==> src/sgdc_pkg.sv <==
/*
 * sgdc_pkg: constants, types and register map of the chain counter.
 * assumes: included before every other design file.
 */
package sgdc_pkg;

	// ****************************************
	// register map (byte addresses)
	// ****************************************
	localparam logic [7:0] SGDC_ADDR_DESC_LO   = 8'h00;
	localparam logic [7:0] SGDC_ADDR_DESC_HI   = 8'h04;
	localparam logic [7:0] SGDC_ADDR_TOTAL_LO  = 8'h08;
	localparam logic [7:0] SGDC_ADDR_TOTAL_HI  = 8'h0C;
	localparam logic [7:0] SGDC_ADDR_REMAIN_LO = 8'h10;
	localparam logic [7:0] SGDC_ADDR_REMAIN_HI = 8'h14;
	localparam logic [7:0] SGDC_ADDR_CTRL      = 8'h18;
	localparam logic [7:0] SGDC_ADDR_STATUS    = 8'h1C;

	// ****************************************
	// control fields
	// ****************************************
	localparam int SGDC_CTRL_AUTO_BIT  = 0;
	localparam int SGDC_CTRL_DIR_BIT   = 2;
	localparam int SGDC_CTRL_CHAIN_BIT = 19;
	localparam int SGDC_CTRL_START_BIT = 31;

	localparam logic [1:0] SGDC_RESP_OKAY   = 2'h0;
	localparam logic [1:0] SGDC_RESP_SLVERR = 2'h2;
	localparam logic [31:0] SGDC_ZERO32     = 32'h0;
	localparam logic [63:0] SGDC_ZERO64     = 64'h0;

	localparam int SGDC_XFER_W = 32;
	localparam int SGDC_FIFO_DEPTH = 16;

	typedef enum logic [1:0] {SGDC_IDLE, SGDC_RUN, SGDC_FETCH} sgdc_state_e;

	// one transfer record: byte count consumed by this transfer
	typedef struct packed {
		logic [SGDC_XFER_W-1:0] bytes;
	} sgdc_xfer_s;

endpackage

==> src/sgdc_top.sv <==
/*
 * sgdc_top: chain byte counter of a scatter-gather dma engine with an
 * axi4-lite register slave and a 16-word fifo on the transfer path.
 * assumes: transfers arrive as byte counts on xfer_*; the fetch request
 * is taken by the descriptor fetcher outside.
 */
// The address map and register access over AXI4-Lite were chosen for this implementation.
module sgdc_top
	import sgdc_pkg::*;
#(
	parameter int FIFO_DEPTH = SGDC_FIFO_DEPTH
) (
	input  wire logic         aclk,
	input  wire logic         aresetn,
	input  wire logic [7:0]   s_axi_awaddr,
	input  wire logic         s_axi_awvalid,
	output logic              s_axi_awready,
	input  wire logic [31:0]  s_axi_wdata,
	input  wire logic [3:0]   s_axi_wstrb,
	input  wire logic         s_axi_wvalid,
	output logic              s_axi_wready,
	output logic [1:0]        s_axi_bresp,
	output logic              s_axi_bvalid,
	input  wire logic         s_axi_bready,
	input  wire logic [7:0]   s_axi_araddr,
	input  wire logic         s_axi_arvalid,
	output logic              s_axi_arready,
	output logic [31:0]       s_axi_rdata,
	output logic [1:0]        s_axi_rresp,
	output logic              s_axi_rvalid,
	input  wire logic         s_axi_rready,
	input  wire sgdc_xfer_s   xfer_data,
	input  wire logic         xfer_valid,
	output logic              xfer_ready,
	output logic              fetch_req,
	output logic [63:0]       fetch_addr,
	input  wire logic         fetch_ack,
	output logic              dma_active,
	output logic              dma_dir_read,
	output logic              dma_chain
);

	// ****************************************
	// state
	// ****************************************
	typedef struct packed {
		logic        awready;
		logic        wready;
		logic        aw_got;
		logic        w_got;
		logic [7:0]  aw_addr;
		logic [31:0] wdata;
		logic [3:0]  wstrb;
		logic        bvalid;
		logic [1:0]  bresp;
		logic        arready;
		logic        rvalid;
		logic [31:0] rdata;
		logic [1:0]  rresp;
		logic [63:0] desc_ptr;
		logic [63:0] total;
		logic [63:0] remain;
		logic [63:0] fetch_ptr;
		logic        auto_restart;
		logic        dir_read;
		logic        chain;
		sgdc_state_e state;
		logic        fetch_req;
		logic        active;
	} sgdc_top_s;

	sgdc_top_s  st_q;
	sgdc_top_s  st_d;
	sgdc_xfer_s fifo_data;
	logic       fifo_valid;
	logic       fifo_ready;

	sgdc_fifo #(
		.WIDTH ($bits(sgdc_xfer_s)),
		.DEPTH (FIFO_DEPTH)
	) u_fifo (
		.aclk      (aclk),
		.aresetn   (aresetn),
		.in_data   (xfer_data),
		.in_valid  (xfer_valid),
		.in_ready  (xfer_ready),
		.out_data  (fifo_data),
		.out_valid (fifo_valid),
		.out_ready (fifo_ready)
	);

	// transfers drain only while running; in idle or fetching up to FIFO_DEPTH queue before the source stalls
	assign fifo_ready = (st_q.state == SGDC_RUN);

	function automatic logic [31:0] merge(input logic [31:0] old, input logic [31:0] nw,
		input logic [3:0] strb);
		logic [31:0] r;
		r = old;
		for (int i = 0; i < 4; i++)
			if (strb[i])
				r[8*i +: 8] = nw[8*i +: 8];
		return r;
	endfunction

	logic [63:0] remain_sub;
	logic        hits_zero;
	logic        start_wr;
	logic        do_write;
	assign remain_sub = st_q.remain - 64'(fifo_data.bytes);
	assign hits_zero  = fifo_valid && fifo_ready && (fifo_data.bytes >= st_q.remain);
	assign do_write   = st_q.aw_got && st_q.w_got && !st_q.bvalid;
	assign start_wr   = do_write && st_q.aw_addr == SGDC_ADDR_CTRL && st_q.wstrb[3]
		&& st_q.wdata[SGDC_CTRL_START_BIT];

	// ****************************************
	// next state
	// ****************************************
	always_comb begin
		st_d = st_q;
		// write channels taken in either order
		if (s_axi_awvalid && st_q.awready) begin
			st_d.aw_got  = 1'b1;
			st_d.aw_addr = s_axi_awaddr;
			st_d.awready = 1'b0;
		end
		if (s_axi_wvalid && st_q.wready) begin
			st_d.w_got  = 1'b1;
			st_d.wdata  = s_axi_wdata;
			st_d.wstrb  = s_axi_wstrb;
			st_d.wready = 1'b0;
		end
		if (do_write) begin
			st_d.bvalid = 1'b1;
			st_d.bresp  = SGDC_RESP_OKAY;
			unique case (st_q.aw_addr)
				SGDC_ADDR_DESC_LO:
					st_d.desc_ptr[31:0] = merge(st_q.desc_ptr[31:0], st_q.wdata, st_q.wstrb);
				SGDC_ADDR_DESC_HI:
					st_d.desc_ptr[63:32] = merge(st_q.desc_ptr[63:32], st_q.wdata, st_q.wstrb);
				SGDC_ADDR_TOTAL_LO:
					st_d.total[31:0] = merge(st_q.total[31:0], st_q.wdata, st_q.wstrb);
				SGDC_ADDR_TOTAL_HI:
					st_d.total[63:32] = merge(st_q.total[63:32], st_q.wdata, st_q.wstrb);
				SGDC_ADDR_REMAIN_LO, SGDC_ADDR_REMAIN_HI, SGDC_ADDR_STATUS:
					st_d.bresp = SGDC_RESP_OKAY;
				SGDC_ADDR_CTRL: begin
					if (st_q.wstrb[0]) begin
						st_d.auto_restart = st_q.wdata[SGDC_CTRL_AUTO_BIT];
						st_d.dir_read     = st_q.wdata[SGDC_CTRL_DIR_BIT];
					end
					if (st_q.wstrb[2])
						st_d.chain = st_q.wdata[SGDC_CTRL_CHAIN_BIT];
				end
				default:
					st_d.bresp = SGDC_RESP_SLVERR;
			endcase
		end
		if (st_q.bvalid && s_axi_bready) begin
			st_d.bvalid  = 1'b0;
			st_d.aw_got  = 1'b0;
			st_d.w_got   = 1'b0;
			st_d.awready = 1'b1;
			st_d.wready  = 1'b1;
		end
		// read channel
		if (s_axi_arvalid && st_q.arready) begin
			st_d.arready = 1'b0;
			st_d.rvalid  = 1'b1;
			st_d.rresp   = SGDC_RESP_OKAY;
			unique case (s_axi_araddr)
				SGDC_ADDR_DESC_LO:   st_d.rdata = st_q.desc_ptr[31:0];
				SGDC_ADDR_DESC_HI:   st_d.rdata = st_q.desc_ptr[63:32];
				SGDC_ADDR_TOTAL_LO:  st_d.rdata = st_q.total[31:0];
				SGDC_ADDR_TOTAL_HI:  st_d.rdata = st_q.total[63:32];
				SGDC_ADDR_REMAIN_LO: st_d.rdata = st_q.remain[31:0];
				SGDC_ADDR_REMAIN_HI: st_d.rdata = st_q.remain[63:32];
				SGDC_ADDR_CTRL: begin
					st_d.rdata = SGDC_ZERO32;
					st_d.rdata[SGDC_CTRL_AUTO_BIT]  = st_q.auto_restart;
					st_d.rdata[SGDC_CTRL_DIR_BIT]   = st_q.dir_read;
					st_d.rdata[SGDC_CTRL_CHAIN_BIT] = st_q.chain;
				end
				SGDC_ADDR_STATUS:    st_d.rdata = {30'h0, st_q.state};
				default: begin
					st_d.rdata = SGDC_ZERO32;
					st_d.rresp = SGDC_RESP_SLVERR;
				end
			endcase
		end
		if (st_q.rvalid && s_axi_rready) begin
			st_d.rvalid  = 1'b0;
			st_d.arready = 1'b1;
		end
		// chain engine
		unique case (st_q.state)
			SGDC_IDLE:
				if (start_wr) begin
					st_d.remain    = st_d.total;
					st_d.fetch_ptr = st_d.desc_ptr;
					st_d.fetch_req = 1'b1;
					st_d.state     = SGDC_FETCH;
				end
			SGDC_FETCH:
				if (fetch_ack) begin
					st_d.fetch_req = 1'b0;
					st_d.state     = SGDC_RUN;
				end
			SGDC_RUN:
				if (hits_zero) begin
					st_d.remain    = st_q.total;
					st_d.fetch_ptr = st_q.desc_ptr;
					if (st_q.auto_restart) begin
						st_d.fetch_req = 1'b1;
						st_d.state     = SGDC_FETCH;
					end else begin
						st_d.state = SGDC_IDLE;
					end
				end else if (fifo_valid) begin
					st_d.remain = remain_sub;
				end
		endcase
		st_d.active = (st_d.state != SGDC_IDLE);
	end

	always_ff @(posedge aclk) begin
		if (!aresetn) begin
			st_q         <= '0;
			st_q.awready <= 1'b1;
			st_q.wready  <= 1'b1;
			st_q.arready <= 1'b1;
			st_q.state   <= SGDC_IDLE;
		end else begin
			st_q <= st_d;
		end
	end

	assign s_axi_awready = st_q.awready;
	assign s_axi_wready  = st_q.wready;
	assign s_axi_bvalid  = st_q.bvalid;
	assign s_axi_bresp   = st_q.bresp;
	assign s_axi_arready = st_q.arready;
	assign s_axi_rvalid  = st_q.rvalid;
	assign s_axi_rdata   = st_q.rdata;
	assign s_axi_rresp   = st_q.rresp;
	assign fetch_req     = st_q.fetch_req;
	assign fetch_addr    = st_q.fetch_ptr;
	assign dma_active    = st_q.active;
	assign dma_dir_read  = st_q.dir_read;
	assign dma_chain     = st_q.chain;

	// ****************************************
	// checks
	// ****************************************
	property p_decrement;
		@(posedge aclk) disable iff (!aresetn)
		fifo_valid && fifo_ready && !hits_zero |=> st_q.remain == $past(remain_sub);
	endproperty
	a_decrement: assert property (p_decrement) else $error("count not decremented");

	property p_reload;
		@(posedge aclk) disable iff (!aresetn)
		hits_zero |=> st_q.remain == $past(st_q.total) && st_q.fetch_ptr == $past(st_q.desc_ptr);
	endproperty
	a_reload: assert property (p_reload) else $error("no reload at zero");

	property p_auto_on;
		@(posedge aclk) disable iff (!aresetn)
		hits_zero && st_q.auto_restart |=> fetch_req && st_q.state == SGDC_FETCH;
	endproperty
	a_auto_on: assert property (p_auto_on) else $error("no restart");

	property p_auto_off;
		@(posedge aclk) disable iff (!aresetn)
		hits_zero && !st_q.auto_restart |=> !fetch_req && !dma_active;
	endproperty
	a_auto_off: assert property (p_auto_off) else $error("restarted while off");

	property p_start;
		@(posedge aclk) disable iff (!aresetn)
		start_wr && st_q.state == SGDC_IDLE |=> st_q.remain == $past(st_q.total);
	endproperty
	a_start: assert property (p_start) else $error("total not loaded at start");

	property p_ptr_hold;
		@(posedge aclk) disable iff (!aresetn)
		st_q.state == SGDC_RUN && !hits_zero |=> $stable(st_q.fetch_ptr);
	endproperty
	a_ptr_hold: assert property (p_ptr_hold) else $error("pointer sampled mid chain");

	property p_ro_write;
		@(posedge aclk) disable iff (!aresetn)
		do_write
		&& (st_q.aw_addr == SGDC_ADDR_REMAIN_LO || st_q.aw_addr == SGDC_ADDR_REMAIN_HI)
		&& !(fifo_valid && fifo_ready) |=> $stable(st_q.remain);
	endproperty
	a_ro_write: assert property (p_ro_write) else $error("remaining count written");

	property p_read_remain;
		@(posedge aclk) disable iff (!aresetn)
		s_axi_arvalid && s_axi_arready && s_axi_araddr == SGDC_ADDR_REMAIN_HI
		|=> s_axi_rvalid && s_axi_rdata == $past(st_q.remain[63:32]);
	endproperty
	a_read_remain: assert property (p_read_remain) else $error("bad remaining read");

	property p_desc_write;
		@(posedge aclk) disable iff (!aresetn)
		do_write && st_q.aw_addr == SGDC_ADDR_DESC_LO && st_q.wstrb == 4'hF
		|=> st_q.desc_ptr[31:0] == $past(st_q.wdata);
	endproperty
	a_desc_write: assert property (p_desc_write) else $error("pointer not written");

	property p_dir;
		@(posedge aclk) disable iff (!aresetn)
		do_write && st_q.aw_addr == SGDC_ADDR_CTRL && st_q.wstrb[0] && st_q.wstrb[2]
		|=> dma_dir_read == $past(st_q.wdata[SGDC_CTRL_DIR_BIT])
			&& dma_chain == $past(st_q.wdata[SGDC_CTRL_CHAIN_BIT]);
	endproperty
	a_dir: assert property (p_dir) else $error("mode outputs wrong");
endmodule

==> src/sgdc_fifo.sv <==
/*
 * sgdc_fifo: synchronous valid/ready fifo.
 * assumes: single clock, synchronous active-low reset.
 */
module sgdc_fifo
	import sgdc_pkg::*;
#(
	parameter int WIDTH = 32,
	parameter int DEPTH = 16
) (
	input  wire logic             aclk,
	input  wire logic             aresetn,
	input  wire logic [WIDTH-1:0] in_data,
	input  wire logic             in_valid,
	output logic                  in_ready,
	output logic [WIDTH-1:0]      out_data,
	output logic                  out_valid,
	input  wire logic             out_ready
);
	localparam int AW = $clog2(DEPTH);

	typedef struct packed {
		logic [AW-1:0] wp;
		logic [AW-1:0] rp;
		logic [AW:0]   cnt;
		logic          rdy;
	} sgdc_fifo_s;

	logic [WIDTH-1:0] mem [DEPTH];
	sgdc_fifo_s       st_q;
	sgdc_fifo_s       st_d;
	logic             push;
	logic             pop;

	assign in_ready  = st_q.rdy;
	assign out_valid = (st_q.cnt != '0);
	assign out_data  = mem[st_q.rp];
	assign push      = in_valid && in_ready;
	assign pop       = out_valid && out_ready;

	always_comb begin
		st_d = st_q;
		if (push)
			st_d.wp = (st_q.wp == AW'(DEPTH-1)) ? '0 : st_q.wp + 1'b1;
		if (pop)
			st_d.rp = (st_q.rp == AW'(DEPTH-1)) ? '0 : st_q.rp + 1'b1;
		st_d.cnt = st_q.cnt + (AW+1)'(push) - (AW+1)'(pop);
		// ready is registered so the top output comes from a flop
		st_d.rdy = (st_d.cnt != (AW+1)'(DEPTH));
	end

	always_ff @(posedge aclk) begin
		if (!aresetn) begin
			st_q     <= '0;
			st_q.rdy <= 1'b1;
		end else begin
			st_q <= st_d;
		end
		if (push)
			mem[st_q.wp] <= in_data;
	end

	// ****************************************
	// checks
	// ****************************************
	property p_no_overflow;
		@(posedge aclk) disable iff (!aresetn)
		st_q.cnt == (AW+1)'(DEPTH) |-> !in_ready;
	endproperty
	a_no_overflow: assert property (p_no_overflow) else $error("fifo full but ready");
endmodule

==> config.mk <==
export PLATFORM = sky130hd
export DESIGN_NAME = sgdc_top
export DESIGN_NICKNAME = d
export VERILOG_FILES = /design/src/sgdc_pkg.sv /design/src/sgdc_top.sv /design/src/sgdc_fifo.sv
export SDC_FILE = /design/constraint.sdc
export NUM_CORES = 1
export LEC_CHECK = 0
export BUFFER_PORTS_ARGS = -buffer_cell sky130_fd_sc_hd__clkbuf_2
export CAP_MARGIN = 0
export CORE_ASPECT_RATIO = 0.6
export CORE_MARGIN = 4
export CORE_UTILIZATION = 45
export CTS_CLUSTER_SIZE = 40
export DETAILED_ROUTE_END_ITERATION = 10
export SLEW_MARGIN = 20
export SYNTH_ARGS = -nofsm -noshare
export SYNTH_HDL_FRONTEND = slang
export SYNTH_SLANG_ARGS = --single-unit
==> constraint.sdc <==
create_clock -name aclk -period 13.1 [get_ports aclk]
set_input_delay 2.62 -clock aclk [delete_from_list [all_inputs] [get_ports aclk]]
set_output_delay 2.62 -clock aclk [all_outputs]
set_load 0.05 [all_outputs]
Yosys cells after proc, flatten, opt, wreduce, memory -nomap -nowiden. Memory sizes are Yosys's and may differ from the RTL's. A register that Yosys moved wholly into a read port is not among the register bits. Cells that the tools add are included. W data, S select, Z words.

Add/sub/neg operators: 5. Multiply operators: 0. Div/mod/pow operators: 0. Magnitude comparators: 1. Equality and inequality tests: 24. Shifts and indexed selects: 0. Multiplexer cells: 41. Bitwise gates (word level): 1. Reductions and logical operators: 29.

Operator list (count): $mux W128 (2); $pmux W128 S2 (1); $pmux W32 S8 (1); $mux W64 (3); $mux W32 (4); $mux W8 (16); $eq A8 B5 Y1 const B (8); $ge A32 B64 Y1 (1); $sub A64 B32 Y64 (1); $eq A8 B4 Y1 const B (4); $eq A8 B3 Y1 const B (2); $logic_not A8 Y1 (2); $mux W4 (4); $reduce_or A8 Y1 (2); $logic_and A1 B1 Y1 (13); $reduce_and A3 Y1 (4); $mux W3 (3); $pmux W3 S3 (1); $add A4 B1 Y4 const B (2); $eq A4 B4 Y1 const B (2); $ne A2 B2 Y1 const B (4); $mux W2 (3); $add A5 B1 Y5 (1); $ne A5 B5 Y1 const B (1); other kinds (12) (16).

Register bits after elaboration: 364. Latch bits: 0. RAM bits: 512. Memory bits (read-only): 0. Bits of input ports: 93. Output and inout port bits: 110. Logic and storage cells: 129. Memories kept: 1.

Memories: u_fifo.mem (words 16, bits a word 32, read ports 1, clocked after Yosys merged registers in 1, write ports 1, line sgdc_fifo.sv:29) `logic [WIDTH-1:0] mem [DEPTH];`.

Depth between registers and ports, before layout.
Word-level depth: 8. Gate-level depth with buffers: 18. Depth with buffers taken out: 16.

By module. Synthesis repeated with hierarchy kept, for this count alone.

Cells, all modules: 3214. Area, all modules: 38505.7 um^2.

Modules (own cells, without submodules): sgdc_fifo (times used 1, cells an instance 894, area each 20054.2 um^2, seq. area each 15735.1 um^2); sgdc_top (times used 1, cells an instance 2320, area each 18451.4 um^2, seq. area each 6966.7 um^2).

Worst setup path after synthesis. No wires, ideal clock.

Path kind: input to register. Start point: input xfer_valid. End point: memory u_fifo.mem[3][0] (enable). Setup time: 461 ps. Arrival time: 5403 ps. Data required time: 12639 ps. Path slack: 7236 ps. Cell stages on the path: 4. Path buffers: 1. Cells stage by stage: and2_1 > clkbuf_1 > nand2_1 > nor3_1.

Longest elaborated chain between the ends: 3.

Ends and longest elaborated chain: start: declaration (line sgdc_top.sv:33) `input wire logic xfer_valid,`; $logic_and A1 B1 Y1 (line sgdc_fifo.sv:38) `assign push = in_valid && in_ready;`; net u_fifo.push (line sgdc_fifo.sv:32) `logic push;`; $mux W1 (line sgdc_fifo.sv:59) `if (push)`; $mux W1 (not written as such) (line sgdc_fifo.sv:60) `mem[st_q.wp] <= in_data;`; end: declaration (line sgdc_fifo.sv:29).

The timed path passes the listed nets, and every way through them passes these cells.

==> summary.txt <==
Synth
  – Post-synth EDFFs: 512
  – Register area share after synthesis: between 50% and 60%
  – Yosys top cell by area: edfxtp_1
  – Top post-synthesis cells by area: edfxtp_1, dfxtp_1, mux4_2
  – Mapped Cells: between 3000 and 4000
  – Post-synthesis cell area: between 30000 and 40000 um2
  – Synth top cells by count: edfxtp_1, dfxtp_1, nand2_1
  – Async SR Flop Fraction: 0%
  – Flip-flop and latch count after synthesis: slightly below 900
  – Avg Cell Area, Syn: ~13 um2
  – Synth Warn #: 0
  – Cell variety after synth: 83
  – Synth Flop Type: edfxtp_1
  – Most frequent cell after synthesis: edfxtp_1
  – Synth top area share: roughly 39%

Clocking
  – Root Driver: clkbuf_16
  – CTS H-tree lvls: 3
  – Sink Count: between 800 and 900
  – CTS tree: yes
  – # Post-CTS Setup Buffers: 0
  – Post-CTS Hold Buffers: 0
  – Post-CTS sizing: 0
  – Clock latency at the later pin of the worst-skew pair: about 700 ps
  – Max clock buf depth: 3
  – Clock buffer count from CTS: 83
  – Reg clk slew, reported paths: about 60 ps

Critical path
  – CP Data Arrival Time: between 8000 and 9000 ps
  – Cell Chain, Critical Path: buf_4 -> buf_4 -> mux4_2 -> mux4_2 -> inv_1 -> ha_1 -> a2111oi_0 -> o211ai_1 -> a31oi_1 -> nor2_1 -> o22a_1 -> a21o_1 -> buf_4 -> a21oi_4 -> buf_4 -> nand3_1 -> o211a_1
  – Worst Path Buf+Inv: 5
  – Critical path type: reg -> reg
  – Critical path endpoint category: flip-flop
  – Crit path max fanout: ~80
  – Worst path top cell family by delay: compound AO/OA/AOI/OAI gates
  – Startpoint types: flip-flop
  – Slowest-stage cell, CP: a2111oi_0
  – Most used cell, CP: buf_4
  – WP data required: around 14000 ps
  – Critical Path Max Stage Delay: between 800 and 900 ps

Pwr
  – Leak Pwr: ~16 nW
  – Register share of total power: 50.8%
  – Switch share: 24.4%
  – Worst IR Drop VDD: 0.000109 V
  – Int Power: between 4 and 5 mW
  – Pwr dens: between 100 and 150 nW/um2
  – Clk pwr share: 41.2%
  – Comb pwr share: under 10%
  – Sw Pwr: 1.46 mW

Finish
  – Layout cells sized above 1: a little under a fifth
  – P&R area growth vs syn: 10.9%
  – Final #Nets: between 3000 and 4000

Routing
  – Routed len/inst: approximately 26 um
  – DRT iter0 DRCs: about 2700
  – Antenna-violating nets left: 0
  – Via count: 26500
  – DR pass1 iterations: 6
  – Vias per cell: approximately 6.1
  – Residual DRC count: 0
  – Final wirelength: between 100000 and 150000 um

Floorplanning
  – DIE HEIGHT: approximately 240 um
  – Die X: about 390 um
  – Die area: between 90000 and 100000 um2
  – Row Count: a little over 80
  – Starting density of the core: a little under half
  – Ports: between 200 and 250
  – Core region area: between 80000 and 90000 um2

Timing
  – Setup WS post-layout: ~5600 ps
  – RSZ-0062 raised after global routing: no
  – Max transition margin: between 10% and 20%
  – FMAX: between 0.1 and 0.15 GHz
  – WHS: 464 ps
  – Period utilization: a little under three fifths
  – Slew Viols, Final: 0
  – Clock skew: 49.9 ps
  – Minimum clock period: approximately 7500 ps
  – Fin. Hold Viols: 0
  – Setup TNS: 0 ps
  – Worst Tran Pin Value: about 1200 ps
  – Endpoints failing setup: 0

Placed design
  – Port bufs: 200
  – Placer Congestion: 1.03
  – DP Worst Slack: roughly 5200 ps
  – DP HPWL: 72400 um

Job
  – MaxCap Viol Count: 0

Global route
  – GRT Resource Usage Total: approximately a quarter
  – Grt ovf: 0
  – Initial antenna violation count: 4
  – Number of global-route vias before repair: between 20000 and 30000
  – Largest net degree at the start of global routing: around 200
  – First-pass GRT wire length: about 170000 um

Outcome
  – Outcome: complete, no violations

Min path
  – HP Class: reg -> reg
-- placed cells by master, fill, tap and decap left out, drive strengths merged, types with 23 or more instances in the layout --
cell	instances
edfxtp	512
dfxtp	366
nand2	328
clkbuf	306
mux4	160
o21ai	151
a21oi	138
nand3	136
nor2	117
mux2i	110
a21boi	107
nor2b	85
o211a	67
inv	66
a221oi	60
buf	54
ha	46
nor3	38
clkinv	31
xnor2	30
a22o	25
xor2	23
-- worst register-to-register path, stage by stage (launching register included) --
cell and delay (ps):
dfxtp_4 820, buf_4 630, buf_4 690, mux4_2 460
mux4_2 470, inv_1 100, ha_1 310, a2111oi_0 840
o211ai_1 260, a31oi_1 240, nor2_1 80, o22a_1 360
a21o_1 220, buf_4 240, a21oi_4 490, buf_4 700
nand3_1 220, o211a_1 170
-- path summary, 6_finish.rpt --
| path | from | end | slack [ps] | cells past startpoint |
|---|---|---|---|---|
| max | flip-flop | fetch_addr[20]$_SDFFE_PN0P_ | 5630 | 17 |
| min | st_q[304]$_SDFFE_PN0P_ | st_q[304]$_SDFFE_PN0P_ | 460 | 2 |
| max reg2reg | flip-flop | fetch_addr[20]$_SDFFE_PN0P_ | 5630 | 17 |
| min reg2reg | st_q[304]$_SDFFE_PN0P_ | st_q[304]$_SDFFE_PN0P_ | 460 | 2 |
-- power by group through the flow --
stage                     Clock, mW  Combinational [mW]  Sequential, mW
after floorplan                   0               0.315            3.10
after global placement            0               0.468            3.10
after detailed placement          0               0.481            3.10
after CTS                      2.52               0.484            3.04
after global routing           2.63               0.526            3.05
final                          2.47               0.485            3.04
-- through the flow --
step / instance area, um2 / utilization (%) / power [mW] / instances
4_1_cts: 43200 / 50.4 / 6.04 / 4355
3_5_place_dp: 40400 / 47.2 / 3.59 / 4204
5_1_grt: 43200 / 50.4 / 6.21 / 4356
6_report: 43200 / 50.4 / 6.00 / 4357
2_1_floorplan: 39000 / - / 3.41 / 3110
3_3_place_gp: 40400 / 47.2 / 3.57 / 4204
-- layer usage --
layer | share of wire (%) | up-vias | global-route usage (%)
li1 | - | 11700 | -
met5 | 0.0099 | - | 0
met2 | 43 | 1098 | 33.8
met3 | 9.2 | 127 | 6.75
met4 | 1.6 | 2 | 4.90
met1 | 47 | 13600 | 36.3
-- flip-flops by register name, indices dropped and copies added, names as in the netlist, named ones only --
signal	cells
s_axi_rdata	32
fetch_req	1
s_axi_bvalid	1
s_axi_rvalid	1
s_axi_rresp	1
dma_dir_read	1
fetch_addr	64
dma_chain	1
dma_active	1
u_fifo.st_q	13
st_q	241
s_axi_wready	1
s_axi_bresp	1
s_axi_arready	1
u_fifo.mem	512
s_axi_awready	1
u_fifo.in_ready	1
-- cell type report --
type | instances | area [um2]
Antenna cell | 1 | 2.50
Clock buffer | 107 | 2290
Clock inverter | 44 | 492
Fill cell | 7329 | 42500
Inverter | 62 | 233
Multi-Input combinational cell | 1865 | 14600
Sequential cell | 878 | 22700
Tap cell | 1147 | 1440
Timing Repair Buffer | 253 | 1450
-- kinds of logic (layout without fill, tap and decap cells) --
logic type                 after synthesis  after routing  share of synthesized area, %
DFF                                    878            878                          58.3
and+or+nand+nor                        801            801                          9.73
AOI/OAI and AO/OA                      691            691                          12.4
buffers and inverters                  367            466                          4.76
muxes                                  270            270                          12.1
xor gates and xnor gates                53             53                          1.19
adders and majority gates               48             48                          1.58
other                                    1              3                       0.00962
Power figures use the tool's default switching activity.
